[config.mk]
export PLATFORM = sky130hd
export DESIGN_NAME = doca_top
export DESIGN_NICKNAME = d
export VERILOG_FILES = /design/src/doca_pkg.sv /design/src/doca_fifo.sv /design/src/doca_top.sv
export SDC_FILE = /design/constraint.sdc
export NUM_CORES = 1
export LEC_CHECK = 0
export BUFFER_PORTS_ARGS = -buffer_cell sky130_fd_sc_hd__clkbuf_2
export CORE_MARGIN = 2
export CORE_UTILIZATION = 40
export CTS_CLUSTER_DIAMETER = 50
export DETAILED_ROUTE_END_ITERATION = 6
export PLACE_DENSITY = 0.56
export SYNTH_ARGS = -nofsm -noshare
export SYNTH_HDL_FRONTEND = slang
export SYNTH_SLANG_ARGS = --single-unit
[constraint.sdc]
create_clock -name pclk -period 9.2 [get_ports pclk]
set_clock_uncertainty 0.15 [all_clocks]
set_input_delay 0.92 -clock pclk [delete_from_list [all_inputs] [get_ports pclk]]
set_output_delay 0.92 -clock pclk [all_outputs]
set_load 0.05 [all_outputs]
[src/doca_pkg.sv]
package doca_pkg;

  // ****************************************
  // Widths and depths
  // ****************************************
  localparam int DATA_W = 16;
  localparam int AUX_W = 10;
  localparam int AUX_HI_W = 8;
  localparam int AUX_LO_W = 2;
  localparam int LVL_W = 8;
  localparam int SUM_W = 18;
  localparam int NCH = 2;
  localparam int FIFO_DEPTH = 8;
  localparam int FIFO_W = 32;
  localparam int FIFO_CNT_W = 4;

  // ****************************************
  // Register byte addresses
  // ****************************************
  localparam logic [7:0] ADDR_CTRL = 8'h00;
  localparam logic [7:0] ADDR_CLIP = 8'h04;
  localparam logic [7:0] ADDR_OFS_A = 8'h08;
  localparam logic [7:0] ADDR_OFS_B = 8'h0C;
  localparam logic [7:0] ADDR_AUXH_A = 8'h10;
  localparam logic [7:0] ADDR_AUXL_A = 8'h14;
  localparam logic [7:0] ADDR_AUXH_B = 8'h18;
  localparam logic [7:0] ADDR_AUXL_B = 8'h1C;
  localparam logic [7:0] ADDR_STAT = 8'h20;

  // ****************************************
  // Field positions and reset values
  // ****************************************
  localparam int CTRL_LIM_BIT = 0;
  localparam int CTRL_TC_BIT = 1;
  localparam int STAT_LVL_LSB = 4;
  localparam logic [1:0] CTRL_RST = 2'h2;
  localparam logic [7:0] CLIP_RST = 8'hFF;
  localparam logic [15:0] OFS_RST = 16'h0000;
  localparam logic [7:0] AUXH_RST = 8'h00;
  localparam logic [1:0] AUXL_RST = 2'h0;

  // ****************************************
  // Datapath constants
  // ****************************************
  localparam int CLIP_SHIFT = 7;
  localparam logic [15:0] MID_CODE = 16'h8000;
  localparam logic signed [17:0] SAT_MAX = 18'sh07FFF;
  localparam logic signed [17:0] SAT_MIN = 18'sh38000;

endpackage : doca_pkg

[src/doca_fifo.sv]
`timescale 1ns/100ps
module doca_fifo #(
  parameter int W = 32,
  parameter int DEPTH = 8,
  parameter int CW = $clog2(DEPTH) + 1
) (
  // Clock and reset
  input wire logic pclk,
  input wire logic presetn,
  // Fill side
  input wire logic wr_valid,
  output logic wr_ready,
  input wire logic [W-1:0] wr_data,
  // Drain side
  output logic rd_valid,
  input wire logic rd_ready,
  output logic [W-1:0] rd_data,
  // Fill level
  output logic [CW-1:0] level
);
  localparam int AW = $clog2(DEPTH);

  logic [W-1:0] mem [DEPTH];
  logic [AW-1:0] wp_q, wp_d, rp_q, rp_d;
  logic [CW-1:0] cnt_q, cnt_d;
  logic wr_ready_q, wr_ready_d, rd_valid_q, rd_valid_d;
  logic push, pop;

  // Ready and valid are registered from the next fill count, so both stay honest.
  always_comb begin
    push = wr_valid && wr_ready_q;
    pop = rd_valid_q && rd_ready;
    wp_d = push ? AW'(wp_q + 1'b1) : wp_q;
    rp_d = pop ? AW'(rp_q + 1'b1) : rp_q;
    cnt_d = cnt_q;
    if (push && !pop) begin
      cnt_d = CW'(cnt_q + 1'b1);
    end else if (pop && !push) begin
      cnt_d = CW'(cnt_q - 1'b1);
    end
    wr_ready_d = (cnt_d != CW'(DEPTH));
    rd_valid_d = (cnt_d != '0);
  end

  always_ff @(posedge pclk or negedge presetn) begin
    if (!presetn) begin
      wp_q <= '0;
      rp_q <= '0;
      cnt_q <= '0;
      wr_ready_q <= 1'b0;
      rd_valid_q <= 1'b0;
    end else begin
      wp_q <= wp_d;
      rp_q <= rp_d;
      cnt_q <= cnt_d;
      wr_ready_q <= wr_ready_d;
      rd_valid_q <= rd_valid_d;
    end
  end

  always_ff @(posedge pclk) begin
    if (push) begin
      mem[wp_q] <= wr_data;
    end
  end

  assign wr_ready = wr_ready_q;
  assign rd_valid = rd_valid_q;
  assign rd_data = mem[rp_q];
  assign level = cnt_q;

endmodule : doca_fifo

[src/doca_top.sv]
`timescale 1ns/100ps
module doca_top (
  // Clock and reset
  input wire logic pclk,
  input wire logic presetn,
  // APB slave
  input wire logic psel,
  input wire logic penable,
  input wire logic pwrite,
  input wire logic [7:0] paddr,
  input wire logic [31:0] pwdata,
  output logic [31:0] prdata,
  output logic pready,
  output logic pslverr,
  // Sample stream from the earlier datapath
  input wire logic in_valid,
  output logic in_ready,
  input wire logic [doca_pkg::DATA_W-1:0] in_a,
  input wire logic [doca_pkg::DATA_W-1:0] in_b,
  // Samples to the converter cores
  output logic out_valid,
  input wire logic out_ready,
  output logic [doca_pkg::DATA_W-1:0] out_a,
  output logic [doca_pkg::DATA_W-1:0] out_b,
  // Auxiliary converter codes
  output logic [doca_pkg::AUX_W-1:0] aux_a,
  output logic [doca_pkg::AUX_W-1:0] aux_b
);
  import doca_pkg::*;

  // ****************************************
  // Register file
  // ****************************************
  logic [1:0] ctrl_q, ctrl_d;
  logic [LVL_W-1:0] clip_lvl_q, clip_lvl_d;
  logic [DATA_W-1:0] ofs_q [NCH];
  logic [DATA_W-1:0] ofs_d [NCH];
  logic [AUX_HI_W-1:0] auxh_q [NCH];
  logic [AUX_HI_W-1:0] auxh_d [NCH];
  logic [AUX_LO_W-1:0] auxl_q [NCH];
  logic [AUX_LO_W-1:0] auxl_d [NCH];
  logic [NCH-1:0] seen_q, seen_d;
  logic [31:0] prdata_q, prdata_d;
  logic pready_q, pready_d, pslverr_q, pslverr_d;
  logic [FIFO_CNT_W-1:0] fifo_lvl;
  logic [NCH-1:0] hit;
  logic pop;
  logic setup, wr_take;

  assign setup = psel && !penable;
  assign wr_take = psel && penable && pready_q && pwrite;

  always_comb begin
    ctrl_d = ctrl_q;
    clip_lvl_d = clip_lvl_q;
    ofs_d = ofs_q;
    auxh_d = auxh_q;
    auxl_d = auxl_q;
    prdata_d = prdata_q;
    pready_d = setup;
    pslverr_d = 1'b0;
    seen_d = seen_q;
    if (setup) begin
      pslverr_d = 1'b0;
      case (paddr)
        ADDR_CTRL: prdata_d = {30'h0, ctrl_q};
        ADDR_CLIP: prdata_d = {24'h0, clip_lvl_q};
        ADDR_OFS_A: prdata_d = {16'h0, ofs_q[0]};
        ADDR_OFS_B: prdata_d = {16'h0, ofs_q[1]};
        ADDR_AUXH_A: prdata_d = {24'h0, auxh_q[0]};
        ADDR_AUXL_A: prdata_d = {30'h0, auxl_q[0]};
        ADDR_AUXH_B: prdata_d = {24'h0, auxh_q[1]};
        ADDR_AUXL_B: prdata_d = {30'h0, auxl_q[1]};
        ADDR_STAT: prdata_d = {24'h0, fifo_lvl, 2'h0, seen_q};
        default: begin
          prdata_d = 32'h0;
          pslverr_d = 1'b1;
        end
      endcase
    end
    if (wr_take) begin
      case (paddr)
        ADDR_CTRL: ctrl_d = pwdata[1:0];
        ADDR_CLIP: clip_lvl_d = pwdata[LVL_W-1:0];
        ADDR_OFS_A: ofs_d[0] = pwdata[DATA_W-1:0];
        ADDR_OFS_B: ofs_d[1] = pwdata[DATA_W-1:0];
        ADDR_AUXH_A: auxh_d[0] = pwdata[AUX_HI_W-1:0];
        ADDR_AUXL_A: auxl_d[0] = pwdata[AUX_LO_W-1:0];
        ADDR_AUXH_B: auxh_d[1] = pwdata[AUX_HI_W-1:0];
        ADDR_AUXL_B: auxl_d[1] = pwdata[AUX_LO_W-1:0];
        ADDR_STAT: seen_d = seen_q & ~pwdata[NCH-1:0];
        default: ;
      endcase
    end
    // A clip event in the clearing cycle must not be lost, so setting wins.
    seen_d = seen_d | (hit & {NCH{pop}});
  end

  always_ff @(posedge pclk or negedge presetn) begin
    if (!presetn) begin
      ctrl_q <= CTRL_RST;
      clip_lvl_q <= CLIP_RST;
      for (int i = 0; i < NCH; i++) begin
        ofs_q[i] <= OFS_RST;
        auxh_q[i] <= AUXH_RST;
        auxl_q[i] <= AUXL_RST;
      end
      seen_q <= '0;
      prdata_q <= 32'h0;
      pready_q <= 1'b0;
      pslverr_q <= 1'b0;
    end else begin
      ctrl_q <= ctrl_d;
      clip_lvl_q <= clip_lvl_d;
      ofs_q <= ofs_d;
      auxh_q <= auxh_d;
      auxl_q <= auxl_d;
      seen_q <= seen_d;
      prdata_q <= prdata_d;
      pready_q <= pready_d;
      pslverr_q <= pslverr_d;
    end
  end

  assign prdata = prdata_q;
  assign pready = pready_q;
  assign pslverr = pslverr_q;
  assign aux_a = {auxh_q[0], auxl_q[0]};
  assign aux_b = {auxh_q[1], auxl_q[1]};

  // ****************************************
  // Input buffer
  // ****************************************
  logic fifo_vld;
  logic [FIFO_W-1:0] fifo_dat;
  logic out_vld_q, out_vld_d;
  logic [DATA_W-1:0] samp_q [NCH];
  logic [DATA_W-1:0] samp_d [NCH];

  // The cores can stall through out_ready, which backs up into in_ready.
  doca_fifo #(
    .W(FIFO_W),
    .DEPTH(FIFO_DEPTH),
    .CW(FIFO_CNT_W)
  ) u_fifo (
    .pclk(pclk),
    .presetn(presetn),
    .wr_valid(in_valid),
    .wr_ready(in_ready),
    .wr_data({in_b, in_a}),
    .rd_valid(fifo_vld),
    .rd_ready(!out_vld_q || out_ready),
    .rd_data(fifo_dat),
    .level(fifo_lvl)
  );

  assign pop = fifo_vld && (!out_vld_q || out_ready);

  // ****************************************
  // Limiter and offset, one lane per channel
  // ****************************************
  logic lim_en, coding_tc;
  logic signed [SUM_W-1:0] lim_s;
  logic [DATA_W-1:0] raw [NCH];
  logic signed [SUM_W-1:0] in_s [NCH];
  logic signed [SUM_W-1:0] clip_s [NCH];
  logic signed [SUM_W-1:0] sum_s [NCH];

  assign lim_en = ctrl_q[CTRL_LIM_BIT];
  assign coding_tc = ctrl_q[CTRL_TC_BIT];
  assign lim_s = signed'({3'h0, clip_lvl_q, 7'h00});

  for (genvar ch = 0; ch < NCH; ch++) begin : g_lane
    always_comb begin
      logic [DATA_W-1:0] s16;
      s16 = '0;
      raw[ch] = fifo_dat[ch*DATA_W +: DATA_W];
      // Everything after this point works in two's complement until the output returns to offset binary.
      s16 = coding_tc ? raw[ch] : (raw[ch] ^ MID_CODE);
      in_s[ch] = signed'({{2{s16[DATA_W-1]}}, s16});
      clip_s[ch] = in_s[ch];
      hit[ch] = 1'b0;
      if (lim_en && (in_s[ch] > lim_s)) begin
        clip_s[ch] = lim_s;
        hit[ch] = 1'b1;
      end else if (lim_en && (in_s[ch] < -lim_s)) begin
        clip_s[ch] = -lim_s;
        hit[ch] = 1'b1;
      end
      // Offset is sign-extended so all ones means minus one.
      sum_s[ch] = clip_s[ch] + signed'({{2{ofs_q[ch][DATA_W-1]}}, ofs_q[ch]});
      samp_d[ch] = samp_q[ch];
      if (pop) begin
        // Clamping keeps a large offset from folding the output over.
        if (sum_s[ch] > SAT_MAX) begin
          samp_d[ch] = 16'hFFFF;
        end else if (sum_s[ch] < SAT_MIN) begin
          samp_d[ch] = 16'h0000;
        end else begin
          samp_d[ch] = sum_s[ch][DATA_W-1:0] ^ MID_CODE;
        end
      end
    end

    always_ff @(posedge pclk or negedge presetn) begin
      if (!presetn) begin
        samp_q[ch] <= MID_CODE;
      end else begin
        samp_q[ch] <= samp_d[ch];
      end
    end

    a_clip_bound: assert property (@(posedge pclk) disable iff (!presetn)
      pop && lim_en |-> (clip_s[ch] <= lim_s) && (clip_s[ch] >= -lim_s))
      else $error("clipped sample outside limiter bounds");
    a_clip_bypass: assert property (@(posedge pclk) disable iff (!presetn)
      pop && !lim_en |-> clip_s[ch] == in_s[ch])
      else $error("limiter acted while disabled");
    a_coding_sel: assert property (@(posedge pclk) disable iff (!presetn)
      pop && !coding_tc |-> in_s[ch][DATA_W-1:0] == (raw[ch] ^ MID_CODE))
      else $error("binary input not shifted to mid scale");
    a_offset_add: assert property (@(posedge pclk) disable iff (!presetn)
      pop && (sum_s[ch] <= SAT_MAX) && (sum_s[ch] >= SAT_MIN)
      |=> samp_q[ch] == ($past(sum_s[ch][DATA_W-1:0]) ^ MID_CODE))
      else $error("offset not applied to output sample");
    a_sat_high: assert property (@(posedge pclk) disable iff (!presetn)
      pop && (sum_s[ch] > SAT_MAX) |=> samp_q[ch] == 16'hFFFF && out_vld_q)
      else $error("positive overflow not saturated");
    a_sat_low: assert property (@(posedge pclk) disable iff (!presetn)
      pop && (sum_s[ch] < SAT_MIN) |=> samp_q[ch] == 16'h0000 && out_vld_q)
      else $error("negative overflow not saturated");
    a_seen_set: assert property (@(posedge pclk) disable iff (!presetn)
      pop && hit[ch] |=> seen_q[ch])
      else $error("clip event not recorded");
    a_clip_level: assert property (@(posedge pclk) disable iff (!presetn)
      pop && lim_en && (in_s[ch] > lim_s)
      |-> (clip_s[ch][6:0] == 7'h00) && (clip_s[ch][14:7] == clip_lvl_q) && (clip_s[ch][17:15] == 3'h0))
      else $error("clip level not 128 times the setting");
    a_ofs_zero: assert property (@(posedge pclk) disable iff (!presetn)
      pop && (ofs_q[ch] == 16'h0000)
      |=> samp_q[ch] == ($past(clip_s[ch][DATA_W-1:0]) ^ MID_CODE))
      else $error("zero offset changed the sample");
    a_ofs_minus: assert property (@(posedge pclk) disable iff (!presetn)
      pop && (ofs_q[ch] == 16'hFFFF) && (clip_s[ch] > SAT_MIN)
      |=> samp_q[ch] == (16'($past(clip_s[ch][DATA_W-1:0]) - 16'h0001) ^ MID_CODE))
      else $error("all-ones offset did not subtract one");
    a_tc_pass: assert property (@(posedge pclk) disable iff (!presetn)
      pop && coding_tc |-> in_s[ch][DATA_W-1:0] == raw[ch])
      else $error("two's complement input altered on entry");
    a_out_hold: assert property (@(posedge pclk) disable iff (!presetn)
      out_vld_q && !out_ready |=> out_vld_q && $stable(samp_q[ch]))
      else $error("stalled sample changed before acceptance");
  end

  // ****************************************
  // Output handshake
  // ****************************************
  always_comb begin
    out_vld_d = out_vld_q;
    if (pop) begin
      out_vld_d = 1'b1;
    end else if (out_ready) begin
      out_vld_d = 1'b0;
    end
  end

  always_ff @(posedge pclk or negedge presetn) begin
    if (!presetn) begin
      out_vld_q <= 1'b0;
    end else begin
      out_vld_q <= out_vld_d;
    end
  end

  assign out_valid = out_vld_q;
  assign out_a = samp_q[0];
  assign out_b = samp_q[1];

  // ****************************************
  // Register checks
  // ****************************************

  a_aux_low: assert property (@(posedge pclk) disable iff (!presetn)
    wr_take && paddr == ADDR_AUXL_A |=> aux_a[1:0] == $past(pwdata[1:0]))
    else $error("aux low bits not taken from low field");
  a_aux_high: assert property (@(posedge pclk) disable iff (!presetn)
    wr_take && paddr == ADDR_AUXH_B |=> aux_b[9:2] == $past(pwdata[7:0]) ##1 $stable(aux_b))
    else $error("aux high bits not taken from high field");
  a_aux_a_high: assert property (@(posedge pclk) disable iff (!presetn)
    wr_take && paddr == ADDR_AUXH_A |=> aux_a[9:2] == $past(pwdata[7:0]))
    else $error("aux A high bits not taken from high field");
  a_aux_b_low: assert property (@(posedge pclk) disable iff (!presetn)
    wr_take && paddr == ADDR_AUXL_B |=> aux_b[1:0] == $past(pwdata[1:0]))
    else $error("aux B low bits not taken from low field");

endmodule : doca_top

Word-level counts from Yosys, hierarchy flattened

Memory sizes are Yosys's and may differ from the RTL's.
Cells that the tools add are included.
Widths: inputs -> output; s select.

Register bits after elaboration: 143
Bits in writable memories: 256
Input port bits: 79
Output and inout port bits: 88
Word-level logic and storage cells: 107
Memories: 1

Add/sub/neg operators: 7
Order comparisons: 8
Equality and inequality tests: 9
Muxes and demuxes: 25
Bitwise gates (word level): 8
Reduce and logical (&&, ||, !) cells: 29

Memory list:

| memory     | words | width | rd ports | clocked after Yosys merged registers in | write ports | line            | source |
|---|---|---|---|---|---|---|---|
| u_fifo.mem | 8     | 32    | 1        | 0                                       | 1           | doca_fifo.sv:23 | `logic [W-1:0] mem [DEPTH];` |

Operators by type and width:

| kind                 | number |
|---|---|
| $pmux 16 s9          | 1 |
| $mux 16              | 6 |
| $mux 18              | 4 |
| $add 18x16->18       | 2 |
| $gt 18x16->1 const B | 2 |
| $lt 16x18->1         | 2 |
| $lt 18x16->1 const B | 2 |
| $eq 8x5->1 const B   | 4 |
| $gt 16x16->1         | 2 |
| $neg 15->18          | 1 |
| $eq 8x4->1 const B   | 2 |
| $reduce_and 2->1     | 8 |
| $logic_and 1x1->1    | 12 |
| $mux 1               | 10 |
| $reduce_or 9->1      | 1 |
| $eq 8x3->1 const B   | 1 |
| $eq 8x6->1 const B   | 1 |
| $logic_not 8->1      | 1 |
| $mux 4               | 2 |
| $add 3x1->3 const B  | 2 |
| $add 4x1->4 const B  | 1 |
| $and 2x2->2          | 2 |
| $logic_not 1->1      | 4 |
| $mux 2               | 2 |
| other kinds (8)      | 11 |

Logic depth before layout (Yosys ltp)

An unclocked memory read counts as a cell.

Depth in word-level cells: 11
Depth in mapped cells: 34
Gate-level depth less buffers: 26

By module

Synthesis repeated with hierarchy kept, for this count alone.

Cells, all modules: 1,353
Area total of the unflattened synthesis: 18,799.3 µm²

Modules (own cells, without submodules):

| module    | times used | cells each | area an instance (µm²) | sequential area each (µm²) |
|---|---|---|---|---|
| doca_fifo | 1          | 444        | 10,392.5               | 7,987.7 |
| doca_top  | 1          | 909        | 8,406.8                | 2,891.5 |

Worst setup path after synthesis

OpenSTA, ideal clock, no wires.

Path type: register to register
Start point: register u_fifo.rp_q[0]
End point: register samp_q (netlist bit out_a[12])
Library setup time: 0.126 ns
Arrival: 7.196 ns
Required time: 8.924 ns
Setup slack: 1.728 ns
Cell stages (with the launch flop): 30
Buffers on the path: 7
Period minus slack after synthesis: 7.472 ns
Cells stage by stage: dfrtp_1 buf_4 buf_4 buf_2 buf_2 buf_1 mux4_2 mux2_2 ha_1 nor3_1 a211oi_1 maj3_1 a211oi_1 a211oi_2 mux2i_2 nand2b_1 clkbuf_1 nor2b_1 ha_1 a211oi_1 o21ai_0 a31oi_1 o21ai_0 and2_1 nand2b_1 or3_1 o211a_1 and3_1 buf_4 a221o_1

Cells in the longest elaborated chain, start to end: 11
Elaborated cells on any way between the ends: 14
Classes of those cells: add/sub (1); order compare (4); mux (5); bitwise (1); reduce/logical (2); memory (1)

RTL lines:

| what                          | line            | source |
|---|---|---|
| start, declared               | doca_fifo.sv:24 | `logic [AW-1:0] wp_q, wp_d, rp_q, rp_d;` |
| start signal, assigned        | doca_fifo.sv:54 | `rp_q <= rp_d;` |
| $mem_v2 8x32 (*)              | n/a             |  |
| $not 1->1 (no source line)    | n/a             |  |
| $mux 16 (*)                   | doca_top.sv:179 | `s16 = coding_tc ? raw[ch] : (raw[ch] ^ MID_CODE);` |
| $lt 16x18->1                  | doca_top.sv:186 | `end else if (lim_en && (in_s[ch] < -lim_s)) begin` |
| $logic_and 1x1->1             | doca_top.sv:186 |  |
| $mux 18                       | doca_top.sv:186 |  |
| $mux 18 (*)                   | doca_top.sv:183 | `if (lim_en && (in_s[ch] > lim_s)) begin` |
| $add 18x16->18 (*)            | doca_top.sv:191 | `sum_s[ch] = clip_s[ch] + signed'({{2{ofs_q[ch][DATA_W-1]}}, ofs_q[ch]});` |
| $lt 18x16->1                  | doca_top.sv:197 | `end else if (sum_s[ch] < SAT_MIN) begin` |
| $mux 16                       | doca_top.sv:197 |  |
| $mux 16 (*)                   | doca_top.sv:195 | `if (sum_s[ch] > SAT_MAX) begin` |
| end signal, assigned by index | doca_top.sv:209 | `samp_q[ch] <= samp_d[ch];` |
| end, declared                 | doca_top.sv:137 | `logic [DATA_W-1:0] samp_q [NCH];` |

Every way passes the cells marked *; elsewhere a longest branch is shown, timed or not.
A chain may end at the register's enable or synchronous reset.

Worst setup path in the final report

Start point: register u_fifo.rp_q[0]
End point: register samp_q (netlist bit out_b[4])

Same word-level chain as after synthesis.

==> summary.md <==
| Metric | Value |
|---|---|
| Die area | between 40000 and 50000 um^2 |
| Failing checks | DRC |
| Crit path max fanout | 41 |
| Cts hold-fix bufs | 0 |
| Pwr/cell area | roughly 320 nW/um^2 |
| Cell family with most CP delay | compound AO/OA/AOI/OAI gates |
| IO Pins | approximately 170 |
| VDD IR-drop max | about 0.18 mV |
| Worst R2R Path Depth | 24 |
| Comb pwr share | between 30% and 40% |
| Crit Path Category | register to register |
| Worst Max-Slew Pin Slew | 1.19 ns |
| Reg power frac | around 34% |
| Vias | approximately 12000 |
| Fin Setup TNS | 0 ns |
| Status | finished, violations left |
| Layout cells sized above 1 | 26.8% |
| Critical Path RT | between 9 and 10 ns |
| Total power | 6.89 mW |
| Initial core utilization | 40.7% |
| All-layer global routing usage | roughly a fifth |
| Largest net degree at the start of global routing | 82 |
| Final Max Tran Viols | 0 |
| Worst rel slew slack | 19.7% |
| HPWL after DPL | 32.1 mm |
| Max_cap viols | 0 |
| Worst Hold Class | input port to async pin |
| Final net count | 1636 |
| Sw Share | a little under two fifths |
| Root Driver | clkbuf_16 |
| FFs w/ async S/R, synth | between 30 and 40% |
| Post-synth EDFFs | about 260 |
| CP peak stage delay | 0.94 ns |
| Final Hold Fails | 0 |
| Buffers on Ports | 134 |
| Die width | about 220 um |
| Pleak | between 8 and 9 nW |
| Worst-path clk slew | approximately 0.050 ns |
| Main synth FF type | edfxtp_1 |
| Distinct cell type count after synthesis | 78 |
| Worst-skew pair later-pin latency | 0.58 ns |
| Clock network power share | 26.0% |
| Avg WL per Cell | approximately 22 um |
| CTS Buf Count | 46 |
| Initial DRC count | 967 |
| Post-CTS sizing | 0 |
| Final wirelength | 46.8 mm |
| Setup bufs post-CTS | 0 |
| DR pass1 iterations | 7 |
| Netlist Area Pre-Place | around 18000 um^2 |
| Routed vias/inst | between 5 and 6 |
| CTS sink cnt | about 380 |
| RSZ-0062 raised after global routing | no |
| Die height | about 220 um |
| Period utilisation layout | 86.2% |
| Total net switching power | 2.58 mW |
| Crit-path cells | mux4_2, mux2_2, ha_1, o21a_1, o21ai_0, nand2b_1, a221oi_1, nor2_1, o311ai_0, o2111a_1, nor2_1, mux2i_1, o21ai_0, ha_1, a21o_1, a21o_1, a2111oi_0, o21ai_0, a21oi_1, o21ai_0, xnor2_1, a311o_1, nand2_1, o21ai_0 |
| Crit path time final | a little under 8 ns |
| First-pass GRT wire length | approximately 72 mm |
| Core Footprint | approximately 45000 um^2 |
| Reg-to-reg slack, setup | approximately 1.3 ns |
| Cell-internal power | between 4 and 5 mW |
| Rows | 78 |
| TritonCTS clock tree | yes |
| Register area share after synthesis | roughly 59% |
| Levels on crit path | 24 |
| GRT overflow | 0 |
| Initial antenna violation count | 1 |
| Final setup vio count | 0 |
| Slowest-stage cell, CP | dfrtp_4 |
| Critical path arrival | a little over 8 ns |
| CTS Buffer Depth | 3 |
| Post-synthesis average cell area | 13.8 um^2 |
| DRC Markers | 5 |
| Antenna-violating nets left | 0 |
| Synth warn | 0 |
| Max frequency | roughly 130 MHz |
| Critical path's most frequent cell | o21ai_0 |
| H-tree Lvls | 2 |
| Crit path launch type | register |
| Buf+Inv Stages, Crit Path | 0 |
| RePlAce Congestion | between 0.8 and 0.9 |
| Vias in the first global route | around 12000 |
| Crit. End Element | register |
| Synth-to-layout area growth | 15.6% |
| Flops & latches, synth | 383 |
| Synth Instances | 1337 |
[cells by family (layout without fill, tap and decap cells)]
group	Yosys count	count (layout)	synth area share, %
mux	172	172	14.2
flops	383	383	58.8
compound gates	251	251	9.33
other cells	1	19	0.0203
fa+ha+maj	72	72	4.92
buf+inv	108	280	2.69
xor+xnor	38	38	1.93
simple gates	312	312	8.12
[Yosys cell counts, types with 12 or more instances]
| master | number | area [um^2] |
|---|---|---|
| edfxtp_1 | 256 | 7690 |
| dfrtp_1 | 116 | 2900 |
| nor2_1 | 95 | 357 |
| mux2_2 | 84 | 946 |
| nand2_1 | 81 | 304 |
| ha_1 | 68 | 851 |
| mux4_2 | 63 | 1420 |
| a21oi_1 | 52 | 260 |
| o21ai_0 | 50 | 250 |
| inv_1 | 38 | 143 |
| clkbuf_1 | 34 | 128 |
| nor3_1 | 28 | 140 |
| mux2i_1 | 23 | 230 |
| xnor2_1 | 23 | 201 |
| buf_4 | 22 | 165 |
| nand3_1 | 19 | 95.1 |
| a21o_1 | 17 | 128 |
| a31oi_1 | 17 | 106 |
| nand2b_1 | 17 | 106 |
| a211oi_1 | 14 | 105 |
| a221o_1 | 13 | 130 |
| xor2_1 | 13 | 114 |
| a222oi_1 | 12 | 120 |
[final cells by class]
cell class              count  area [um^2]
flip-flops and latches    383        10900
fillers                  4034        24100
inverters                  39          146
diodes                      3         7.51
well taps                 600          751
repair buffers            156          842
clock buffers              60         1250
clock inverters            25          264
multi-input cells         861         7240
[metal layers]
| layer | global-route usage, % | wire length [um] | up-vias |
|---|---|---|---|
| li1 | - | - | 5464 |
| met2 | 33.0 | 22500 | 329 |
| met1 | 26.7 | 20700 | 5961 |
| met5 | 0 | 16 | - |
| met4 | 6.44 | 1140 | 2 |
| met3 | 3.33 | 2520 | 70 |
[worst paths after layout]
check                                    start         to
worst max-delay path            u_fifo.rp_q[0]   out_b[4]
worst min-delay path                   presetn  out_a[10]
worst max register to register  u_fifo.rp_q[0]   out_b[4]
worst min register to register       out_a[15]  out_a[15]
max in group asynchronous              presetn   ofs_q[1]
min in group pclk                    out_a[15]  out_a[15]
[state kept, by name (all words and copies together), names as in the netlist, 4 cells and up]
name and cells:
aux_a 10, aux_b 10, clip_lvl_q 8, ofs_q 32, out_a 16, out_b 16
prdata 16, u_fifo.level 4, u_fifo.mem 256
[placed cells by master (no fill, tap or decap), types with 12 or more instances in the layout]
master | Yosys | routed
mux4_2 | 63 | 63
a31oi_1 | 17 | 17
nand2b_1 | 17 | 17
edfxtp_1 | 256 | 256
conb_1 | 1 | 16
xor2_1 | 13 | 13
a211oi_1 | 14 | 14
xnor2_1 | 23 | 23
inv_1 | 38 | 38
nor2_1 | 95 | 94
clkbuf_2 | 1 | 133
mux2_2 | 84 | 84
nand2_1 | 81 | 80
a222oi_1 | 12 | 12
a21o_1 | 17 | 17
a221o_1 | 13 | 13
dfrtp_1 | 116 | 114
ha_1 | 68 | 68
nand3_1 | 19 | 19
a21oi_1 | 52 | 52
o21ai_0 | 50 | 50
nor3_1 | 28 | 26
mux2i_1 | 23 | 23
buf_4 | 22 | 22
clkbuf_16 | 0 | 47
[power groups by stage]
stage          sequential, mW  combinational, mW  clock, mW
6_report                 2.36               2.74       1.79
2_1_floorplan            2.55               1.84          0
3_3_place_gp             2.39               2.73          0
5_1_grt                  2.40               3.02       1.91
4_1_cts                  2.37               2.76       1.84
3_5_place_dp             2.40               2.75          0
[metrics by stage]
| step | worst slack (ns) | cell area (um^2) | instances | hold WS [ns] | utilization [%] |
|---|---|---|---|---|---|
| floorplan | 1.73 | 18600 | 1352 | 0.300 | - |
| CTS | 1.24 | 21400 | 2124 | 0.117 | 47.0 |
| global placement | 1.37 | 19900 | 2039 | 0.301 | 43.7 |
| detailed placement | 1.27 | 19900 | 2039 | 0.300 | 43.7 |
| finish | 1.27 | 21400 | 2127 | 0.127 | 47.0 |
| global route | 0.529 | 21400 | 2124 | 0.147 | 47.0 |
Power figures use the tool's default switching activity.
